[src/hdl/cdrsb_pkg.sv]
// constants, types and helpers for the cdr serial channel bank
// assumes one 250 MHz system clock and no software-visible registers
package cdrsb_pkg;

	// ************************************************
	// ratio limits and bank sizes
	// ************************************************
	localparam int W_MIN          = 1;
	localparam int J_MIN          = 3;
	localparam int RATIO_RUN_MAX  = 12;
	localparam int CH_SMALL       = 8;
	localparam int CH_LARGE       = 18;
	localparam int GCLK_SMALL_LO  = 4;
	localparam int GCLK_LARGE_LO  = 9;
	localparam int RATE_FAST_MBPS = 1250;
	localparam int RATE_SLOW_MBPS = 1000;
	localparam int FAST_SLOTS     = 8;

	// ************************************************
	// timing and widths
	// ************************************************
	localparam real SYS_PERIOD_NS = 4.0;
	localparam int  PER_W         = 16;
	localparam logic [3:0] LOCK_EDGES = 4'h8;
	localparam logic [7:0] RUN_LIMIT  = 8'h50;

	// ************************************************
	// types and functions
	// ************************************************
	typedef enum logic [1:0] {
		CDRSB_HUNT   = 2'b00,
		CDRSB_TRACK  = 2'b01,
		CDRSB_LOCKED = 2'b10
	} cdrsb_lock_t;

	// 1..12 above lo, or 14, 16, 18, 20
	function automatic logic ratioOk(input int v, input int lo);
		ratioOk = (v >= lo && v <= RATIO_RUN_MAX) ||
			v == 14 || v == 16 || v == 18 || v == 20;
	endfunction

endpackage

[src/hdl/cdrsb_buf.sv]
// two-entry word buffer, head word held in a register
// assumes pushes and pops on the same clock as the caller
`timescale 1ns/1ps
module cdrsb_buf #(
	parameter int WIDTH = 20,
	parameter int DEPTH = 2
) (
	input  wire logic             sys_clk,
	input  wire logic             rst,
	input  wire logic [WIDTH-1:0] inData,
	input  wire logic             inValid,
	output logic                  inReady,
	output logic      [WIDTH-1:0] outData,
	output logic                  outValid,
	input  wire logic             outReady
);

	localparam int CW = $clog2(DEPTH + 1);

	logic [WIDTH-1:0] ent_ff [DEPTH];
	logic [WIDTH-1:0] nxt_ent [DEPTH];
	logic [CW-1:0]    cnt_ff;
	logic [CW-1:0]    nxt_cnt;
	logic             push;
	logic             pop;
	logic [CW-1:0]    slot;

	// ************************************************
	// shift-down queue, entry 0 is the head
	// ************************************************
	always_comb begin
		pop     = outValid && outReady;
		push    = inValid && inReady;
		slot    = pop ? cnt_ff - CW'(1) : cnt_ff;
		nxt_cnt = cnt_ff + CW'(push) - CW'(pop);
		for (int i = 0; i < DEPTH; i++) begin
			nxt_ent[i] = ent_ff[i];
			if (pop && i < DEPTH - 1) begin
				nxt_ent[i] = ent_ff[i + 1];
			end
			if (push && CW'(i) == slot) begin
				nxt_ent[i] = inData;
			end
		end
	end

	always_ff @(posedge sys_clk) begin
		if (rst) begin
			cnt_ff <= '0;
			for (int i = 0; i < DEPTH; i++) begin
				ent_ff[i] <= '0;
			end
		end else begin
			cnt_ff <= nxt_cnt;
			ent_ff <= nxt_ent;
		end
	end

	// full refuses the writer: stored words wait for a stalled reader, the channel drops the refused word
	assign inReady  = cnt_ff != CW'(DEPTH);
	assign outValid = cnt_ff != '0;
	assign outData  = ent_ff[0];

endmodule // cdrsb_buf

[src/hdl/cdrsb_channel.sv]
// one receive and one transmit lane of the cdr serial channel bank
// assumes serial and reference pins are asynchronous to sys_clk
`timescale 1ns/1ps
module cdrsb_channel #(
	parameter int MULT_W    = 10,
	parameter int DES_J     = 10,
	parameter int NUM_CH    = 8,
	parameter int CH_NUM    = 4,
	parameter int RATE_MBPS = 1000,
	parameter bit FAST_SLOT = 1'b0
) (
	input  wire logic             sys_clk,
	input  wire logic             rst,
	input  wire logic             serialRefclkInA,
	input  wire logic             serialRefclkInB,
	input  wire logic             rxRefSel,
	input  wire logic             txRefSel,
	input  wire logic             rxSerial,
	input  wire logic             rxBypass,
	output logic      [DES_J-1:0] rxData,
	output logic                  rxValid,
	input  wire logic             rxReady,
	output logic                  rxLocked,
	output logic                  rxWordClkEn,
	output logic                  rxGlobalClkEn,
	input  wire logic [DES_J-1:0] txData,
	input  wire logic             txValid,
	output logic                  txReady,
	output logic                  txSerial,
	output logic                  cfgError
);

	localparam int PW = cdrsb_pkg::PER_W;
	localparam int CJ = $clog2(DES_J);
	localparam logic [PW:0] W_INC = (PW + 1)'(MULT_W);
	localparam logic [CJ-1:0] J_LAST = CJ'(DES_J - 1);
	localparam bit GCLK_OK =
		(NUM_CH == cdrsb_pkg::CH_SMALL &&
		(CH_NUM == cdrsb_pkg::GCLK_SMALL_LO ||
		CH_NUM == cdrsb_pkg::GCLK_SMALL_LO + 1)) ||
		(NUM_CH == cdrsb_pkg::CH_LARGE &&
		(CH_NUM == cdrsb_pkg::GCLK_LARGE_LO ||
		CH_NUM == cdrsb_pkg::GCLK_LARGE_LO + 1));
	localparam bit CFG_BAD =
		!cdrsb_pkg::ratioOk(MULT_W, cdrsb_pkg::W_MIN) ||
		!cdrsb_pkg::ratioOk(DES_J, cdrsb_pkg::J_MIN) ||
		!(NUM_CH == cdrsb_pkg::CH_SMALL ||
		NUM_CH == cdrsb_pkg::CH_LARGE) ||
		CH_NUM < 1 || CH_NUM > NUM_CH ||
		RATE_MBPS > cdrsb_pkg::RATE_FAST_MBPS ||
		(RATE_MBPS > cdrsb_pkg::RATE_SLOW_MBPS && !FAST_SLOT);

	// ************************************************
	// pin synchronisers, change taken when 2nd and 3rd agree
	// ************************************************
	logic [2:0] pinIn;
	logic [2:0] s1_ff;
	logic [2:0] s2_ff;
	logic [2:0] s3_ff;
	logic [2:0] stab_ff;
	logic [2:0] nxt_stab;
	logic [2:0] rise;

	assign pinIn = {rxSerial, serialRefclkInB, serialRefclkInA};

	always_comb begin
		nxt_stab = stab_ff;
		for (int i = 0; i < 3; i++) begin
			if (s2_ff[i] == s3_ff[i]) begin
				nxt_stab[i] = s3_ff[i];
			end
		end
		rise = nxt_stab & ~stab_ff;
	end

	always_ff @(posedge sys_clk) begin
		if (rst) begin
			s1_ff   <= 3'h0;
			s2_ff   <= 3'h0;
			s3_ff   <= 3'h0;
			stab_ff <= 3'h0;
		end else begin
			s1_ff   <= pinIn;
			s2_ff   <= s1_ff;
			s3_ff   <= s2_ff;
			stab_ff <= nxt_stab;
		end
	end

	// ************************************************
	// reference period meters, read by the multipliers and the lock tracking
	// ************************************************
	logic [PW-1:0] rcnt_ff [2];
	logic [PW-1:0] per_ff  [2];
	logic [PW-1:0] nxt_rcnt [2];
	logic [PW-1:0] nxt_per  [2];

	always_comb begin
		for (int k = 0; k < 2; k++) begin
			nxt_rcnt[k] = rcnt_ff[k] + PW'(1);
			nxt_per[k]  = per_ff[k];
			if (rise[k]) begin
				nxt_rcnt[k] = PW'(1);
				nxt_per[k]  = rcnt_ff[k];
			end
		end
	end

	always_ff @(posedge sys_clk) begin
		if (rst) begin
			rcnt_ff <= '{default: '0};
			per_ff  <= '{default: '0};
		end else begin
			rcnt_ff <= nxt_rcnt;
			per_ff  <= nxt_per;
		end
	end

	// ************************************************
	// multipliers: W ticks per reference period
	// ************************************************
	logic [PW:0]   rxAcc_ff;
	logic [PW:0]   txAcc_ff;
	logic [PW:0]   nxt_rxAcc;
	logic [PW:0]   nxt_txAcc;
	logic [PW:0]   rxPer;
	logic [PW:0]   txPer;
	logic          rxTick;
	logic          txTick;
	logic          dataEdge;

	// one ref per rate group keeps at most two rates per direction
	assign rxPer = {1'b0, rxRefSel ? per_ff[1] : per_ff[0]};
	assign txPer = {1'b0, txRefSel ? per_ff[1] : per_ff[0]};
	// nrz: every level change is a bit boundary
	assign dataEdge = stab_ff[2] != nxt_stab[2];

	always_comb begin
		rxTick    = 1'b0;
		txTick    = 1'b0;
		nxt_rxAcc = rxAcc_ff + W_INC;
		nxt_txAcc = txAcc_ff + W_INC;
		if (rxPer != '0 && nxt_rxAcc >= rxPer) begin
			rxTick    = 1'b1;
			nxt_rxAcc = nxt_rxAcc - rxPer;
		end
		if (txPer != '0 && nxt_txAcc >= txPer) begin
			txTick    = 1'b1;
			nxt_txAcc = nxt_txAcc - txPer;
		end
		if (dataEdge) begin
			// restart phase so the next tick lands mid-bit
			nxt_rxAcc = rxPer >> 1;
		end
	end

	always_ff @(posedge sys_clk) begin
		if (rst) begin
			rxAcc_ff <= '0;
			txAcc_ff <= '0;
		end else begin
			rxAcc_ff <= nxt_rxAcc;
			txAcc_ff <= nxt_txAcc;
		end
	end

	// ************************************************
	// lock tracking of the recovery unit
	// ************************************************
	cdrsb_pkg::cdrsb_lock_t lock_ff;
	cdrsb_pkg::cdrsb_lock_t nxt_lock;
	logic [3:0] edges_ff;
	logic [3:0] nxt_edges;
	logic [7:0] run_ff;
	logic [7:0] nxt_run;

	always_comb begin
		nxt_lock  = lock_ff;
		nxt_edges = edges_ff;
		nxt_run   = dataEdge ? 8'h00 : run_ff + 8'(rxTick);
		case (lock_ff)
			cdrsb_pkg::CDRSB_HUNT: begin
				nxt_edges = 4'h0;
				if (rxPer != '0) begin
					nxt_lock = cdrsb_pkg::CDRSB_TRACK;
				end
			end
			cdrsb_pkg::CDRSB_TRACK: begin
				nxt_edges = edges_ff + 4'(dataEdge);
				if (nxt_edges == cdrsb_pkg::LOCK_EDGES) begin
					nxt_lock = cdrsb_pkg::CDRSB_LOCKED;
				end
			end
			cdrsb_pkg::CDRSB_LOCKED: ;
			default: nxt_lock = cdrsb_pkg::CDRSB_HUNT;
		endcase
		// too long without a transition: phase is no longer trusted
		if (run_ff > cdrsb_pkg::RUN_LIMIT) begin
			nxt_lock = cdrsb_pkg::CDRSB_HUNT;
			nxt_run  = 8'h00;
		end
	end

	always_ff @(posedge sys_clk) begin
		if (rst) begin
			lock_ff  <= cdrsb_pkg::CDRSB_HUNT;
			edges_ff <= 4'h0;
			run_ff   <= 8'h00;
		end else begin
			lock_ff  <= nxt_lock;
			edges_ff <= nxt_edges;
			run_ff   <= nxt_run;
		end
	end

	// ************************************************
	// deserialiser, word strobe and buffered output
	// ************************************************
	logic             locked;
	logic [DES_J-1:0] rxShift_ff;
	logic [DES_J-1:0] nxt_rxShift;
	logic [CJ-1:0]    rxCnt_ff;
	logic [CJ-1:0]    nxt_rxCnt;
	logic             wordStb;
	logic [DES_J-1:0] bufData;
	logic             bufValid;
	logic             bufReady;
	logic             bufPop;
	logic             outFree;
	logic [DES_J-1:0] rxData_ff;
	logic             rxValid_ff;
	logic             wclk_ff;
	logic             gclk_ff;
	logic [DES_J-1:0] nxt_rxData;
	logic             nxt_rxValid;

	assign locked = lock_ff == cdrsb_pkg::CDRSB_LOCKED;
	assign outFree = !rxValid_ff || rxReady;

	always_comb begin
		nxt_rxShift = rxShift_ff;
		nxt_rxCnt   = rxCnt_ff;
		wordStb     = 1'b0;
		if (rxTick) begin
			nxt_rxShift = {stab_ff[2], rxShift_ff[DES_J-1:1]};
			nxt_rxCnt   = (rxCnt_ff == J_LAST) ? '0 : rxCnt_ff + CJ'(1);
			wordStb     = rxCnt_ff == J_LAST;
		end
		bufPop      = !rxBypass && outFree;
		nxt_rxData  = rxData_ff;
		nxt_rxValid = rxValid_ff && !rxReady;
		if (rxBypass && wordStb && locked && outFree) begin
			nxt_rxData  = nxt_rxShift;
			nxt_rxValid = 1'b1;
		end else if (bufPop && bufValid) begin
			nxt_rxData  = bufData;
			nxt_rxValid = 1'b1;
		end
		if (!locked) begin
			nxt_rxValid = 1'b0;
		end
	end

	cdrsb_buf #(
		.WIDTH (DES_J),
		.DEPTH (2)
	) u_rxBuf (
		.sys_clk  (sys_clk),
		.rst      (rst),
		.inData   (nxt_rxShift),
		.inValid  (wordStb && locked && !rxBypass),
		.inReady  (bufReady),
		.outData  (bufData),
		.outValid (bufValid),
		.outReady (bufPop)
	);

	always_ff @(posedge sys_clk) begin
		if (rst) begin
			rxShift_ff <= '0;
			rxCnt_ff   <= '0;
			rxData_ff  <= '0;
			rxValid_ff <= 1'b0;
			wclk_ff    <= 1'b0;
			gclk_ff    <= 1'b0;
		end else begin
			rxShift_ff <= nxt_rxShift;
			rxCnt_ff   <= nxt_rxCnt;
			rxData_ff  <= nxt_rxData;
			rxValid_ff <= nxt_rxValid;
			wclk_ff    <= wordStb;
			gclk_ff    <= wordStb && GCLK_OK;
		end
	end

	// ************************************************
	// transmitter: holding word, serialiser on txTick
	// ************************************************
	logic [DES_J-1:0] hold_ff;
	logic             holdV_ff;
	logic [DES_J-1:0] txShift_ff;
	logic [CJ-1:0]    txCnt_ff;
	logic             txOut_ff;
	logic [DES_J-1:0] nxt_hold;
	logic             nxt_holdV;
	logic [DES_J-1:0] nxt_txShift;
	logic [CJ-1:0]    nxt_txCnt;
	logic             nxt_txOut;
	logic             txLoad;

	always_comb begin
		nxt_hold    = hold_ff;
		nxt_holdV   = holdV_ff;
		nxt_txShift = txShift_ff;
		nxt_txCnt   = txCnt_ff;
		nxt_txOut   = txOut_ff;
		txLoad      = txTick && txCnt_ff == '0;
		if (txTick) begin
			nxt_txOut   = txLoad ? hold_ff[0] : txShift_ff[0];
			nxt_txShift = txLoad ? hold_ff >> 1 : txShift_ff >> 1;
			nxt_txCnt   = (txCnt_ff == J_LAST) ? '0 : txCnt_ff + CJ'(1);
			if (txLoad) begin
				nxt_holdV = 1'b0;
			end
		end
		// an empty holding word resends its last value, never zeros mid-word
		if (txValid && !holdV_ff) begin
			nxt_hold  = txData;
			nxt_holdV = 1'b1;
		end
	end

	always_ff @(posedge sys_clk) begin
		if (rst) begin
			hold_ff    <= '0;
			holdV_ff   <= 1'b0;
			txShift_ff <= '0;
			txCnt_ff   <= '0;
			txOut_ff   <= 1'b0;
		end else begin
			hold_ff    <= nxt_hold;
			holdV_ff   <= nxt_holdV;
			txShift_ff <= nxt_txShift;
			txCnt_ff   <= nxt_txCnt;
			txOut_ff   <= nxt_txOut;
		end
	end

	logic cfg_ff;
	always_ff @(posedge sys_clk) begin
		if (rst) begin
			cfg_ff <= 1'b0;
		end else begin
			cfg_ff <= CFG_BAD;
		end
	end

	assign rxData        = rxData_ff;
	assign rxValid       = rxValid_ff;
	assign rxLocked      = lock_ff == cdrsb_pkg::CDRSB_LOCKED;
	assign rxWordClkEn   = wclk_ff;
	assign rxGlobalClkEn = gclk_ff;
	assign txReady       = !holdV_ff;
	assign txSerial      = txOut_ff;
	assign cfgError      = cfg_ff;

	// ************************************************
	// assertions
	// ************************************************
	property p_lockGate;
		@(posedge sys_clk) disable iff (rst)
		!locked |=> !rxValid;
	endproperty
	a_lockGate: assert property (p_lockGate)
		else $error("output valid without lock");

	property p_wordClk;
		@(posedge sys_clk) disable iff (rst)
		rxTick && rxCnt_ff == J_LAST |=> rxWordClkEn;
	endproperty
	a_wordClk: assert property (p_wordClk)
		else $error("word clock enable missing");

	property p_gclk;
		@(posedge sys_clk) disable iff (rst)
		rxWordClkEn |-> rxGlobalClkEn == GCLK_OK;
	endproperty
	a_gclk: assert property (p_gclk)
		else $error("global clock drive on wrong channel");

	property p_cfg;
		@(posedge sys_clk) disable iff (rst)
		!$past(rst) |-> cfgError == CFG_BAD;
	endproperty
	a_cfg: assert property (p_cfg)
		else $error("configuration check wrong");

	property p_txShift;
		@(posedge sys_clk) disable iff (rst)
		txTick && txCnt_ff != '0 |=> txSerial == $past(txShift_ff[0]);
	endproperty
	a_txShift: assert property (p_txShift)
		else $error("serial bit not from shifter");

	property p_txTake;
		@(posedge sys_clk) disable iff (rst)
		txValid && txReady && !txLoad |=> !txReady [*1] ##0
			hold_ff == $past(txData);
	endproperty
	a_txTake: assert property (p_txTake)
		else $error("transmit word not taken");

	property p_phase;
		@(posedge sys_clk) disable iff (rst)
		dataEdge |=> rxAcc_ff == ($past(rxPer) >> 1);
	endproperty
	a_phase: assert property (p_phase)
		else $error("phase not realigned on edge");

	property p_bypass;
		@(posedge sys_clk) disable iff (rst)
		rxBypass && wordStb && locked && outFree |=>
			rxValid && rxData == $past(nxt_rxShift);
	endproperty
	a_bypass: assert property (p_bypass)
		else $error("bypass word not presented");

	property p_runLoss;
		@(posedge sys_clk) disable iff (rst)
		run_ff > cdrsb_pkg::RUN_LIMIT |=> !rxLocked ##1 !rxValid;
	endproperty
	a_runLoss: assert property (p_runLoss)
		else $error("lock kept through long run");

	c_lock:   cover property (@(posedge sys_clk) disable iff (rst)
		$rose(rxLocked));
	c_word:   cover property (@(posedge sys_clk) disable iff (rst)
		rxValid && rxReady && !rxBypass);
	c_stall:  cover property (@(posedge sys_clk) disable iff (rst)
		!bufReady && rxValid && !rxReady);
	c_txWord: cover property (@(posedge sys_clk) disable iff (rst)
		txValid && txReady);

endmodule // cdrsb_channel

[config.mk]
export PLATFORM = sky130hd
export DESIGN_NAME = cdrsb_channel
export DESIGN_NICKNAME = d
export VERILOG_FILES = /design/src/hdl/cdrsb_pkg.sv /design/src/hdl/cdrsb_buf.sv /design/src/hdl/cdrsb_channel.sv
export SDC_FILE = /design/constraint.sdc
export NUM_CORES = 1
export LEC_CHECK = 0
export BUFFER_PORTS_ARGS = -buffer_cell sky130_fd_sc_hd__buf_2
export CAP_MARGIN = 20
export CELL_PAD_IN_SITES_DETAIL_PLACEMENT = 0
export CELL_PAD_IN_SITES_GLOBAL_PLACEMENT = 2
export CORE_MARGIN = 2
export CORE_UTILIZATION = 42
export CTS_CLUSTER_SIZE = 16
export DETAILED_ROUTE_END_ITERATION = 10
export GPL_TIMING_DRIVEN = 0
export PLACE_DENSITY_LB_ADDON = 0.15
export REMOVE_ABC_BUFFERS = 1
export SLEW_MARGIN = 20
export SYNTH_ARGS = -nofsm -noshare
export SYNTH_HDL_FRONTEND = slang
export SYNTH_SLANG_ARGS = --single-unit
export TNS_END_PERCENT = 50
[constraint.sdc]
create_clock -name sys_clk -period 5.75 [get_ports sys_clk]
set_input_delay 1.15 -clock sys_clk [delete_from_list [all_inputs] [get_ports sys_clk]]
set_output_delay 1.15 -clock sys_clk [all_outputs]
set_load 0.02 [all_outputs]
==> flow_summary.toml, run 1 <==
[status]
status = "finished, final reports clean"

[min_path]
hp-start = "s1_ff[0]"
min_to = "s2_ff[0]"
hp-class = "flop to flop"
holdPathStages = 1

[cells_and_area]
drive_above_1_share_pct = 9.62
synthToLayoutAreaGrowth_pct = 10.0
final_nets = 1321
insertedDiodeCount = 0
fillers = 2539

[critical_path]
critPathMaxFanout = 20
r2r_cells = 18
worstSetupEndpointType = "flop"
r2r_start = "rxAcc_ff[1]"
reg2reg_setup_slack_ns = 1.29
worstPathArrival_ns = 5.19
crit_required_ns = 6.08
critPathKind = "primary input to flop"
start_kind = "primary input"
worstReg2RegEnd = "run_ff[6]"

[timing]
worst_pin_slew_ns = 1.06
setup_violations = 0
fin_crit_ns = 4.86
hold_viol_final = 0
timing.fmax_ghz = 0.206
fin_crit_sh_pct = 84.6
skew_ns = 0.0170
holdWs_ns = 0.447
slew_headroom_pct = 28.9
slew_viol_final = 0
grt_setup_unrepaired = "no"

[power_and_ir_drop]
p_comb_share_pct = 49.7
static-leakage-power_uw = 0.00433
p_int_uw = 3230
p_seq_share_pct = 28.2
vdd_drop_max_v = 0.000609
fin_total_pwr_uw = 5630
switching_power_uw = 2410
cellPowerDensity_nw_per_um2 = 484
switching_share_pct = 42.7
power_frac_clock_pct = 22.1

[routing]
routed_via_density = 5.42
wl_per_cell_um = 15.8
vias = 8656
final_antenna_net_count = 0
routed_wl_mm = 25.3
drc = 0
drt_first_iter_violations = 637
dr.pass1.iters = 5

[die]
core_region_area_um2 = 25000
die_y_um = 163
die_area_um2 = 26500
start_util_pct = 42.4
ios = 37
rows = 58
die_x_um = 163

[synthesis]
netlist_area_um2 = 10600
synth_edf_count = 0
async_reset_ff_share_pct = 0
synth.distinct_cells = 79
synth_ff_type = "dfxtp_1"
ys_seq_elements = 196
ys_warn_count = 0
synthCells = 1263
syn_area_per_cell_um2 = 8.38
synth_seq_area_share_pct = 37.1

[clock_tree]
cts_root_buf = "clkbuf_16"
postCtsResizedCells = 0
clock_path_buffers = 2
clk_pin_slew_ns = 0.08
cts_tree = "yes"
cts.sinks = 196
cts_setup_buffers = 0
worst_skew_pair.late_latency_ns = 0.44
cts_made_buffers = 17
hold_buffers = 0
htree_levels = 4

[placed_design]
place_congestion = 0.830
dpl.hpwl_mm = 17.7
port_buffers = 35

[grt]
antenna_found_initial = 1
grt_max_degree = 106
grt_pass1_wl_mm = 42.2
grt_overflow = 0
grt_usage_pct = 19.6
grt_pass1_vias = 8096

[job]
cap_violations = 0
[cells by family (layout without fill, tap and decap cells)]
family | count (synthesis) | after routing | share of synthesized area, %
compound gates | 297 | 297 | 18.7
buf+inv | 109 | 113 | 4.53
flops | 196 | 196 | 37.1
mux | 50 | 50 | 5.04
other cells | 1 | 2 | 0.0354
simple gates | 485 | 485 | 22.5
fa+ha+maj | 46 | 46 | 5.58
xor+xnor | 79 | 79 | 6.54
[layout make-up]
cell class              instances  area, µm²  area share, %
multi-input cells             959       6210           53.4
inverters                      37        139           1.19
clock inverters                15        183           1.57
flip-flops and latches        196       3920           33.7
clock buffers                  17        425           3.65
well taps                     330        413           3.55
repair buffers                 44        343           2.94
[stage by stage]
stage	std cells	utilization, %	TNS, ns	worst slack, ns	area, µm²
after global routing	1598	46.6	0	0.561	11600
after floorplan	1192	-	0	0.629	10200
after detailed placement	1566	44.2	0	0.331	11000
after global placement	1557	43.4	-38.08	-1.47	10800
after CTS	1598	46.6	0	0.805	11600
final	1598	46.6	0	0.885	11600
[cells in the mapped netlist, types with 4 or more instances]
cell type,n,area [µm²]
a211oi_1,25,188
a21o_1,12,90.1
a21oi_1,112,561
a311oi_1,13,114
a311oi_2,10,150
a31oi_1,7,43.8
and3_1,16,100
buf_1,8,30.0
buf_2,17,85.1
buf_6,5,56.3
clkbuf_1,39,146
dfxtp_1,196,3920
ha_1,44,551
inv_1,35,131
mux2i_1,40,400
mux2i_2,8,110
nand2_1,163,612
nand2b_1,16,100
nand3_1,46,230
nand4_1,22,138
nor2_1,102,383
nor2b_1,22,138
nor3_1,41,205
nor4_1,8,50.1
o211ai_1,6,45.0
o21a_1,6,45.0
o21ai_0,51,255
o21ai_1,4,20.0
o311a_1,8,80.1
o31ai_1,5,37.5
o41ai_1,4,35.0
or3_1,15,93.8
or4_1,8,60.1
xnor2_1,51,447
xor2_1,28,245
[power by group through the flow]
stage	logic (µW)	registers (µW)	clock network [µW]
final	2800	1590	1250
after global routing	3110	1610	1330
after CTS	2800	1590	1280
after detailed placement	2790	1620	0
after global placement	2580	1620	0
after floorplan	1910	1600	0
[state kept, by name, summed over array words and instances, names as in the netlist, 8 cells and up]
register         count
rxAcc_ff            17
rcnt_ff             32
hold_ff             10
per_ff              32
txAcc_ff            17
u_rxBuf.ent_ff      10
run_ff               8
rxData              10
u_rxBuf.outData     10
rxShift_ff           9
txShift_ff           9
[metal layers]
layer / wire length [µm] / GRT usage (%) / vias up
met3: 484 / 2.37 / 21
met1: 12400 / 26.4 / 4036
met2: 12100 / 33.4 / 85
met4: 303 / 4.91 / 2
li1: - / - / 4512
met5: 11 / 0 / -
[placed cells by master (no fill, tap or decap), types with 5 or more instances in the layout]
master,synthesis,final
dfxtp_1,196,196
nand2_1,163,163
a21oi_1,112,111
nor2_1,102,102
xnor2_1,51,51
o21ai_0,51,51
nand3_1,46,46
ha_1,44,44
nor3_1,41,41
mux2i_1,40,40
buf_2,17,36
inv_1,35,35
xor2_1,28,28
a211oi_1,25,25
nand4_1,22,22
nor2b_1,22,22
clkbuf_16,0,17
nand2b_1,16,16
and3_1,16,16
or3_1,15,15
a311oi_1,13,13
a21o_1,12,12
a311oi_2,10,10
mux2i_2,8,8
o311a_1,8,8
nor4_1,8,7
or4_1,8,7
a31oi_1,7,7
o211ai_1,6,6
o21a_1,6,6
o31ai_1,5,5
inv_8,0,5
[how the worst max path moves through the flow]
stage | end | start | slack [ns] | depth (start not counted)
2_1_floorplan | txCnt_ff[2] | txRefSel | 0.63 | 9
3_3_place_gp | txAcc_ff[14] | txRefSel | -1.47 | 10
3_5_place_dp | run_ff[6] | rxRefSel | 0.33 | 16
4_1_cts | run_ff[6] | rxRefSel | 0.81 | 16
5_1_grt | run_ff[6] | rxRefSel | 0.56 | 16
6_report | run_ff[6] | rxRefSel | 0.89 | 16
[critical path, stage by stage]
cell and delay (ns):
buf_2 0.47, mux2i_1 0.58, ha_1 0.22, nor2b_1 0.20, o221ai_2 0.14, a31oi_2 0.35, o21ai_2 0.16, o2111ai_4 0.60
nand2_4 0.14, inv_2 0.25, ha_1 0.23, ha_1 0.19, and3_1 0.20, nand3_1 0.09, xor2_1 0.14, nor2_1 0.05
Note: power is estimated with default switching activity, not from simulation.
==> run 2, diff against run 1 <==
--- a/config.mk
+++ b/config.mk
@@ -10,7 +10,7 @@
 export CELL_PAD_IN_SITES_DETAIL_PLACEMENT = 0
 export CELL_PAD_IN_SITES_GLOBAL_PLACEMENT = 2
 export CORE_MARGIN = 2
-export CORE_UTILIZATION = 42
+export CORE_UTILIZATION = 39
 export CTS_CLUSTER_SIZE = 16
 export DETAILED_ROUTE_END_ITERATION = 10
 export GPL_TIMING_DRIVEN = 0
==> constraint.sdc (replaced) <==
create_clock -name sys_clk -period 4.65 [get_ports sys_clk]
set_input_delay 0.93 -clock sys_clk [delete_from_list [all_inputs] [get_ports sys_clk]]
set_output_delay 0.93 -clock sys_clk [all_outputs]
set_load 0.02 [all_outputs]
==> run 2 against run 1 <==
Compared with the run above:
- total power grew 26%
- sequential power grew 24%
- via count grew 0.37%
- largest cell class unchanged
- highest routed layer is now met4
==> flow_summary.toml, run 2 (synthesis results as in run 1) <==
[grt]
grt_overflow = 0
grt_usage_pct = 19.0
antenna_found_initial = 0
grt_pass1_wl_mm = 44.4
grt_pass1_vias = 8641
grt_max_degree = 95

[cells_and_area]
stdcell_area_um2 = 11700
synthToLayoutAreaGrowth_pct = 10.6
final_nets = 1326
final_common_cell = "dfxtp_1"
layout_common_cells = "196 x dfxtp_1, 163 x nand2_1, 111 x a21oi_1"
drive_above_1_share_pct = 10.1
insertedDiodeCount = 0
top_regs = "per_ff (32), rcnt_ff (32)"

[power_and_ir_drop]
p_seq_share_pct = 27.7
switching_power_uw = 2990
vdd_drop_max_v = 0.000507
cellPowerDensity_nw_per_um2 = 606
power_frac_clock_pct = 22.0
switching_share_pct = 42.2
static-leakage-power_uw = 0.00435
p_comb_share_pct = 50.2
p_int_uw = 4110

[routing]
routed_wl_mm = 25.8
routed_via_density = 5.38
wl_per_cell_um = 16.0
drt_first_iter_violations = 480
final_antenna_net_count = 0
vias = 8688
drc = 0
dr.pass1.iters = 5

[critical_path]
crit_required_ns = 4.97
start_kind = "primary input"
critPathKind = "primary input to flop"
worstSetupEndpointType = "flop"
worstPathArrival_ns = 4.69
critPathMaxFanout = 22
r2r_cells = 18

[timing]
hold_viol_final = 0
worst_pin_slew_ns = 1.04
fin_crit_ns = 4.37
slew_viol_final = 0
grt_setup_unrepaired = "no"
tns_ns = 0
fin_crit_sh_pct = 94.0
skew_ns = 0.0165
setup_violations = 0
slew_headroom_pct = 30.6
timing.fmax_ghz = 0.229

[die]
ios = 37
die_x_um = 169
die_area_um2 = 28500
start_util_pct = 39.5
rows = 60
core_region_area_um2 = 26800
die_y_um = 169

[clock_tree]
cts_root_buf = "clkbuf_16"
worst_skew_pair.late_latency_ns = 0.45
cts.sinks = 196
cts_made_buffers = 17
clk_pin_slew_ns = 0.09
clock_path_buffers = 2
cts_tree = "yes"
htree_levels = 4

[placed_design]
dpl.hpwl_mm = 18.1
place_congestion = 0.781
placed_area_um2 = 11000
port_buffers = 35

[status]
status = "finished, final reports clean"

[job]
cap_violations = 0

[min_path]
hp-class = "flop to flop"
holdPathStages = 1
[run 2: what timing repair did]
action / in CTS / in global routing
pin swaps: 0 / 1
gates resized for setup: 1 / 2
setup endpoints to repair: 1 / 3
hold buffers: 0 / 0
setup buffers: 0 / 5
[run 2: power by group through the flow]
stage / clock [µW] / combinational, µW / sequential, µW
6_report: 1560 / 3570 / 1970
5_1_grt: 1680 / 3940 / 1990
4_1_cts: 1620 / 3430 / 1970
3_5_place_dp: 0 / 3420 / 2000
3_3_place_gp: 0 / 2790 / 1980
2_1_floorplan: 0 / 2370 / 1970
[run 2: worst paths after layout]
check                    from                end  slack [ns]
setup reg to reg  rxAcc_ff[1]          run_ff[6]        0.37
hold / removal       s1_ff[0]           s2_ff[0]        0.44
setup / recovery     rxRefSel  u_rxBuf.cnt_ff[1]        0.28
hold reg to reg      s1_ff[0]           s2_ff[0]        0.44
[run 2: through the flow]
| step | cells | setup slack, ns | hold WS [ns] | power [µW] | util [%] |
|---|---|---|---|---|---|
| 4_1_cts | 1609 | 0.104 | 0.449 | 7020 | 43.5 |
| 2_1_floorplan | 1192 | -0.251 | 0.414 | 4340 | - |
| 3_5_place_dp | 1577 | -0.530 | 0.428 | 5420 | 41.2 |
| 6_report | 1614 | 0.281 | 0.443 | 7100 | 43.7 |
| 3_3_place_gp | 1568 | -2.32 | 0.417 | 4770 | 40.5 |
| 5_1_grt | 1614 | 0.0272 | 0.465 | 7620 | 43.7 |
[run 2: final cells by class]
class | instances | area (µm²)
clock inverter | 14 | 176
multi-input combinational | 959 | 6220
timing repair buffer | 49 | 378
inverter | 37 | 139
clock buffer | 18 | 439
sequential | 196 | 3920
fill | 2729 | 15100
tap | 341 | 427
[run 2: worst max-delay path, stage by stage]
cell and delay (ns):
clkbuf_4 0.36, mux2i_2 0.50, ha_1 0.21, nor2b_1 0.20, o221ai_2 0.14, a31oi_2 0.36, o21ai_2 0.17, o2111ai_4 0.46
buf_4 0.22, buf_16 0.16, nand3_1 0.15, nor4_1 0.29, ha_1 0.21, xnor2_1 0.13, xnor2_1 0.13, nor2_1 0.05
[run 2: metal layers]
layer	track usage, %	wire length (µm)	vias to the layer above
met5	0	0	-
met1	24.7	12400	4052
met3	2.85	604	25
met2	33.0	12400	107
met4	5.13	384	0
li1	-	-	4504
==> run 3, diff against run 2 <==
--- a/config.mk
+++ b/config.mk
@@ -16,8 +16,10 @@
 export GPL_TIMING_DRIVEN = 0
 export PLACE_DENSITY_LB_ADDON = 0.15
 export REMOVE_ABC_BUFFERS = 1
+export SETUP_SLACK_MARGIN = 0.02
 export SLEW_MARGIN = 20
 export SYNTH_ARGS = -nofsm -noshare
 export SYNTH_HDL_FRONTEND = slang
+export SYNTH_HIERARCHICAL = 1
 export SYNTH_SLANG_ARGS = --single-unit
 export TNS_END_PERCENT = 50
==> run 3 against run 2 <==
Compared with the run above:
- critical path depth decreased by 2
- clock power about the same
- flip-flop and latch count increased by 1
- via count increased by 3.8%
- clock skew increased by 0.0038 ns
- register-to-register slack got worse by 0.02 ns
- critical endpoint is now run_ff[4]
- first-iteration DRC count decreased by 3.5%
- die area increased by 2.5%
- sequential power decreased by 6%
- sequential share of layout area decreased by 0.59 points
- worst hold slack improved by 0.0019 ns
- non-clock buffer count decreased by 3
==> flow_summary.toml, run 3 <==
[die]
die_x_um = 171
start_util_pct = 39.4
die_y_um = 171
core_region_area_um2 = 27600
ios = 37
rows = 61
die_area_um2 = 29200

[clock_tree]
cts.sinks = 197
cts_made_buffers = 17
worst_skew_pair.late_latency_ns = 0.45
hold_buffers = 0
clock_path_buffers = 2
htree_levels = 4
clk_pin_slew_ns = 0.09
cts_root_buf = "clkbuf_16"
cts_tree = "yes"

[synthesis]
async_reset_ff_share_pct = 0
synth_seq_area_share_pct = 36.3
yosys.area.top_type = "dfxtp_1"
synth_ff_type = "dfxtp_1"
ys_seq_elements = 197
yosys-top-cells-area = "dfxtp_1 36%, mux2i_1 7.0%, nand2_1 6.2%"
yosysMostFrequentCell = "dfxtp_1"
syn_area_per_cell_um2 = 8.30
ys_warn_count = 6
synth_common_cells = "197 x dfxtp_1, 178 x nand2_1, 128 x a21oi_1"
synth_edf_count = 0
netlist_area_um2 = 10900
synth_top_area_share_pct = 36.3
synthCells = 1308
synth.distinct_cells = 68

[timing]
setup_violations = 0
tns_ns = 0
timing.fmax_ghz = 0.229
skew_ns = 0.0203
worst_pin_slew_ns = 1.15
fin_crit_sh_pct = 93.9
fin_crit_ns = 4.37
slew_viol_final = 0
setup_slack_ns = 0.282
grt_setup_unrepaired = "yes"
slew_headroom_pct = 23.1
hold_viol_final = 0

[grt]
antenna_found_initial = 0
grt_overflow = 0
grt_pass1_vias = 8513
grt_usage_pct = 19.5
grt_pass1_wl_mm = 45.3
grt_max_degree = 116

[critical_path]
crit_required_ns = 4.99
critPathKind = "primary input to flop"
critPathMaxFanout = 19
worstSetupEndpointType = "flop"
start_kind = "primary input"
worstPathArrival_ns = 4.71

[routing]
final_antenna_net_count = 0
routed_via_density = 5.33
dr.pass1.iters = 5
drt_first_iter_violations = 463
routed_wl_mm = 28.2
drc = 0
wl_per_cell_um = 16.7
vias = 9021

[placed_design]
placed_area_um2 = 11300
place_congestion = 0.783
port_buffers = 35
dpl.hpwl_mm = 19.0
pre_cts_slack_ns = -0.874

[status]
status = "finished, final reports clean"

[power_and_ir_drop]
switching_power_uw = 2250
vdd_drop_max_v = 0.000288
p_seq_share_pct = 32.9
cellPowerDensity_nw_per_um2 = 474
p_int_uw = 3430
p_comb_share_pct = 39.3
static-leakage-power_uw = 0.00467
power_frac_clock_pct = 27.9
switching_share_pct = 39.6

[cells_and_area]
insertedDiodeCount = 0
top_regs = "per_ff (32), rcnt_ff (32)"
fillers = 2798
synthToLayoutAreaGrowth_pct = 10.4
utilization_pct = 43.5
drive_above_1_share_pct = 9.36
final_nets = 1366
final_common_cell = "dfxtp_1"
layout_common_cells = "197 x dfxtp_1, 177 x nand2_1, 127 x a21oi_1"
stdcell_area_um2 = 12000

[job]
cap_violations = 0

[min_path]
hp-class = "flop to flop"
==> run 3: changes by cell type after synthesis, moves of 10 or more <==
cell,delta
nand2_1,+15
nor3_1,-21
a311oi_2,-10
a21o_1,+12
xnor2_1,-13
buf_4,+12
mux2_2,+11
a21oi_1,+16
nor2_1,-18
mux2i_1,+36
==> run 3: cell families after synthesis <==
family | after synthesis | synth area share, %
other | 1 | 0.0346
AO/OA/AOI/OAI | 306 | 17.6
flip-flops | 197 | 36.3
XOR/XNOR | 75 | 6.05
adder cells (fa/ha/maj) | 45 | 5.33
multiplexers | 89 | 8.36
AND/OR/NAND/NOR | 483 | 21.5
buffers and inverters | 112 | 4.79
==> run 3: power groups by stage <==
stage | combinational, µW | clock, µW | sequential (µW)
2_1_floorplan | 1560 | 0 | 1880
3_3_place_gp | 2080 | 0 | 1900
6_report | 2230 | 1580 | 1860
5_1_grt | 2460 | 1700 | 1880
4_1_cts | 2180 | 1630 | 1860
3_5_place_dp | 2100 | 0 | 1900
==> run 3: worst paths after layout <==
path,depth (start not counted),endpoint,slack (ns),startpoint
min reg2reg,1,s2_ff[1],0.44,s1_ff[1]
max reg2reg,19,run_ff[4],0.35,rxAcc_ff[1]
max,14,run_ff[4],0.28,rxRefSel
min,1,s2_ff[1],0.44,s1_ff[1]
==> run 3: metrics by stage <==
step | std cells | hold WS, ns | power, µW
global placement | 1647 | 0.419 | 3980
detailed placement | 1654 | 0.429 | 4000
CTS | 1689 | 0.450 | 5680
global route | 1692 | 0.470 | 6040
floorplan | 1234 | 0.414 | 3450
finish | 1692 | 0.445 | 5670
==> run 3: timing repair <==
item / CTS / global route
gates cloned: 1 / 1
resized for setup: 4 / 8
setup buffers: 2 / 2
pin swaps: 1 / 2
setup endpoints to repair: 32 / 25
==> run 3: worst max-delay path, cell delays in order <==
cell and delay [ns]:
buf_2 0.44, mux2i_1 0.51, ha_1 0.38, and4_1 0.28
a41oi_1 0.37, nand3_2 0.20, o21a_4 0.35, nor2_4 0.30
inv_2 0.14, ha_1 0.24, ha_1 0.23, nand3_1 0.11
xor2_1 0.15, nor2_1 0.05
==> run 3: cell type report <==
type | count | area [µm²] | area share, %
Clock inverter | 15 | 204 | 1.70
Sequential cell | 197 | 3940 | 32.9
Timing Repair Buffer | 46 | 302 | 2.52
Clock buffer | 17 | 425 | 3.55
Tap cell | 378 | 473 | 3.95
Inverter | 37 | 139 | 1.16
Multi-Input combinational cell | 1002 | 6490 | 54.2
==> run 3: layer usage <==
layer	vias up	share of wire (%)	global-route usage [%]
met5	-	0	0
met4	0	1.4	4.94
met3	25	2.9	2.75
met2	114	45	31.9
met1	4262	50	27.1
li1	4620	-	-
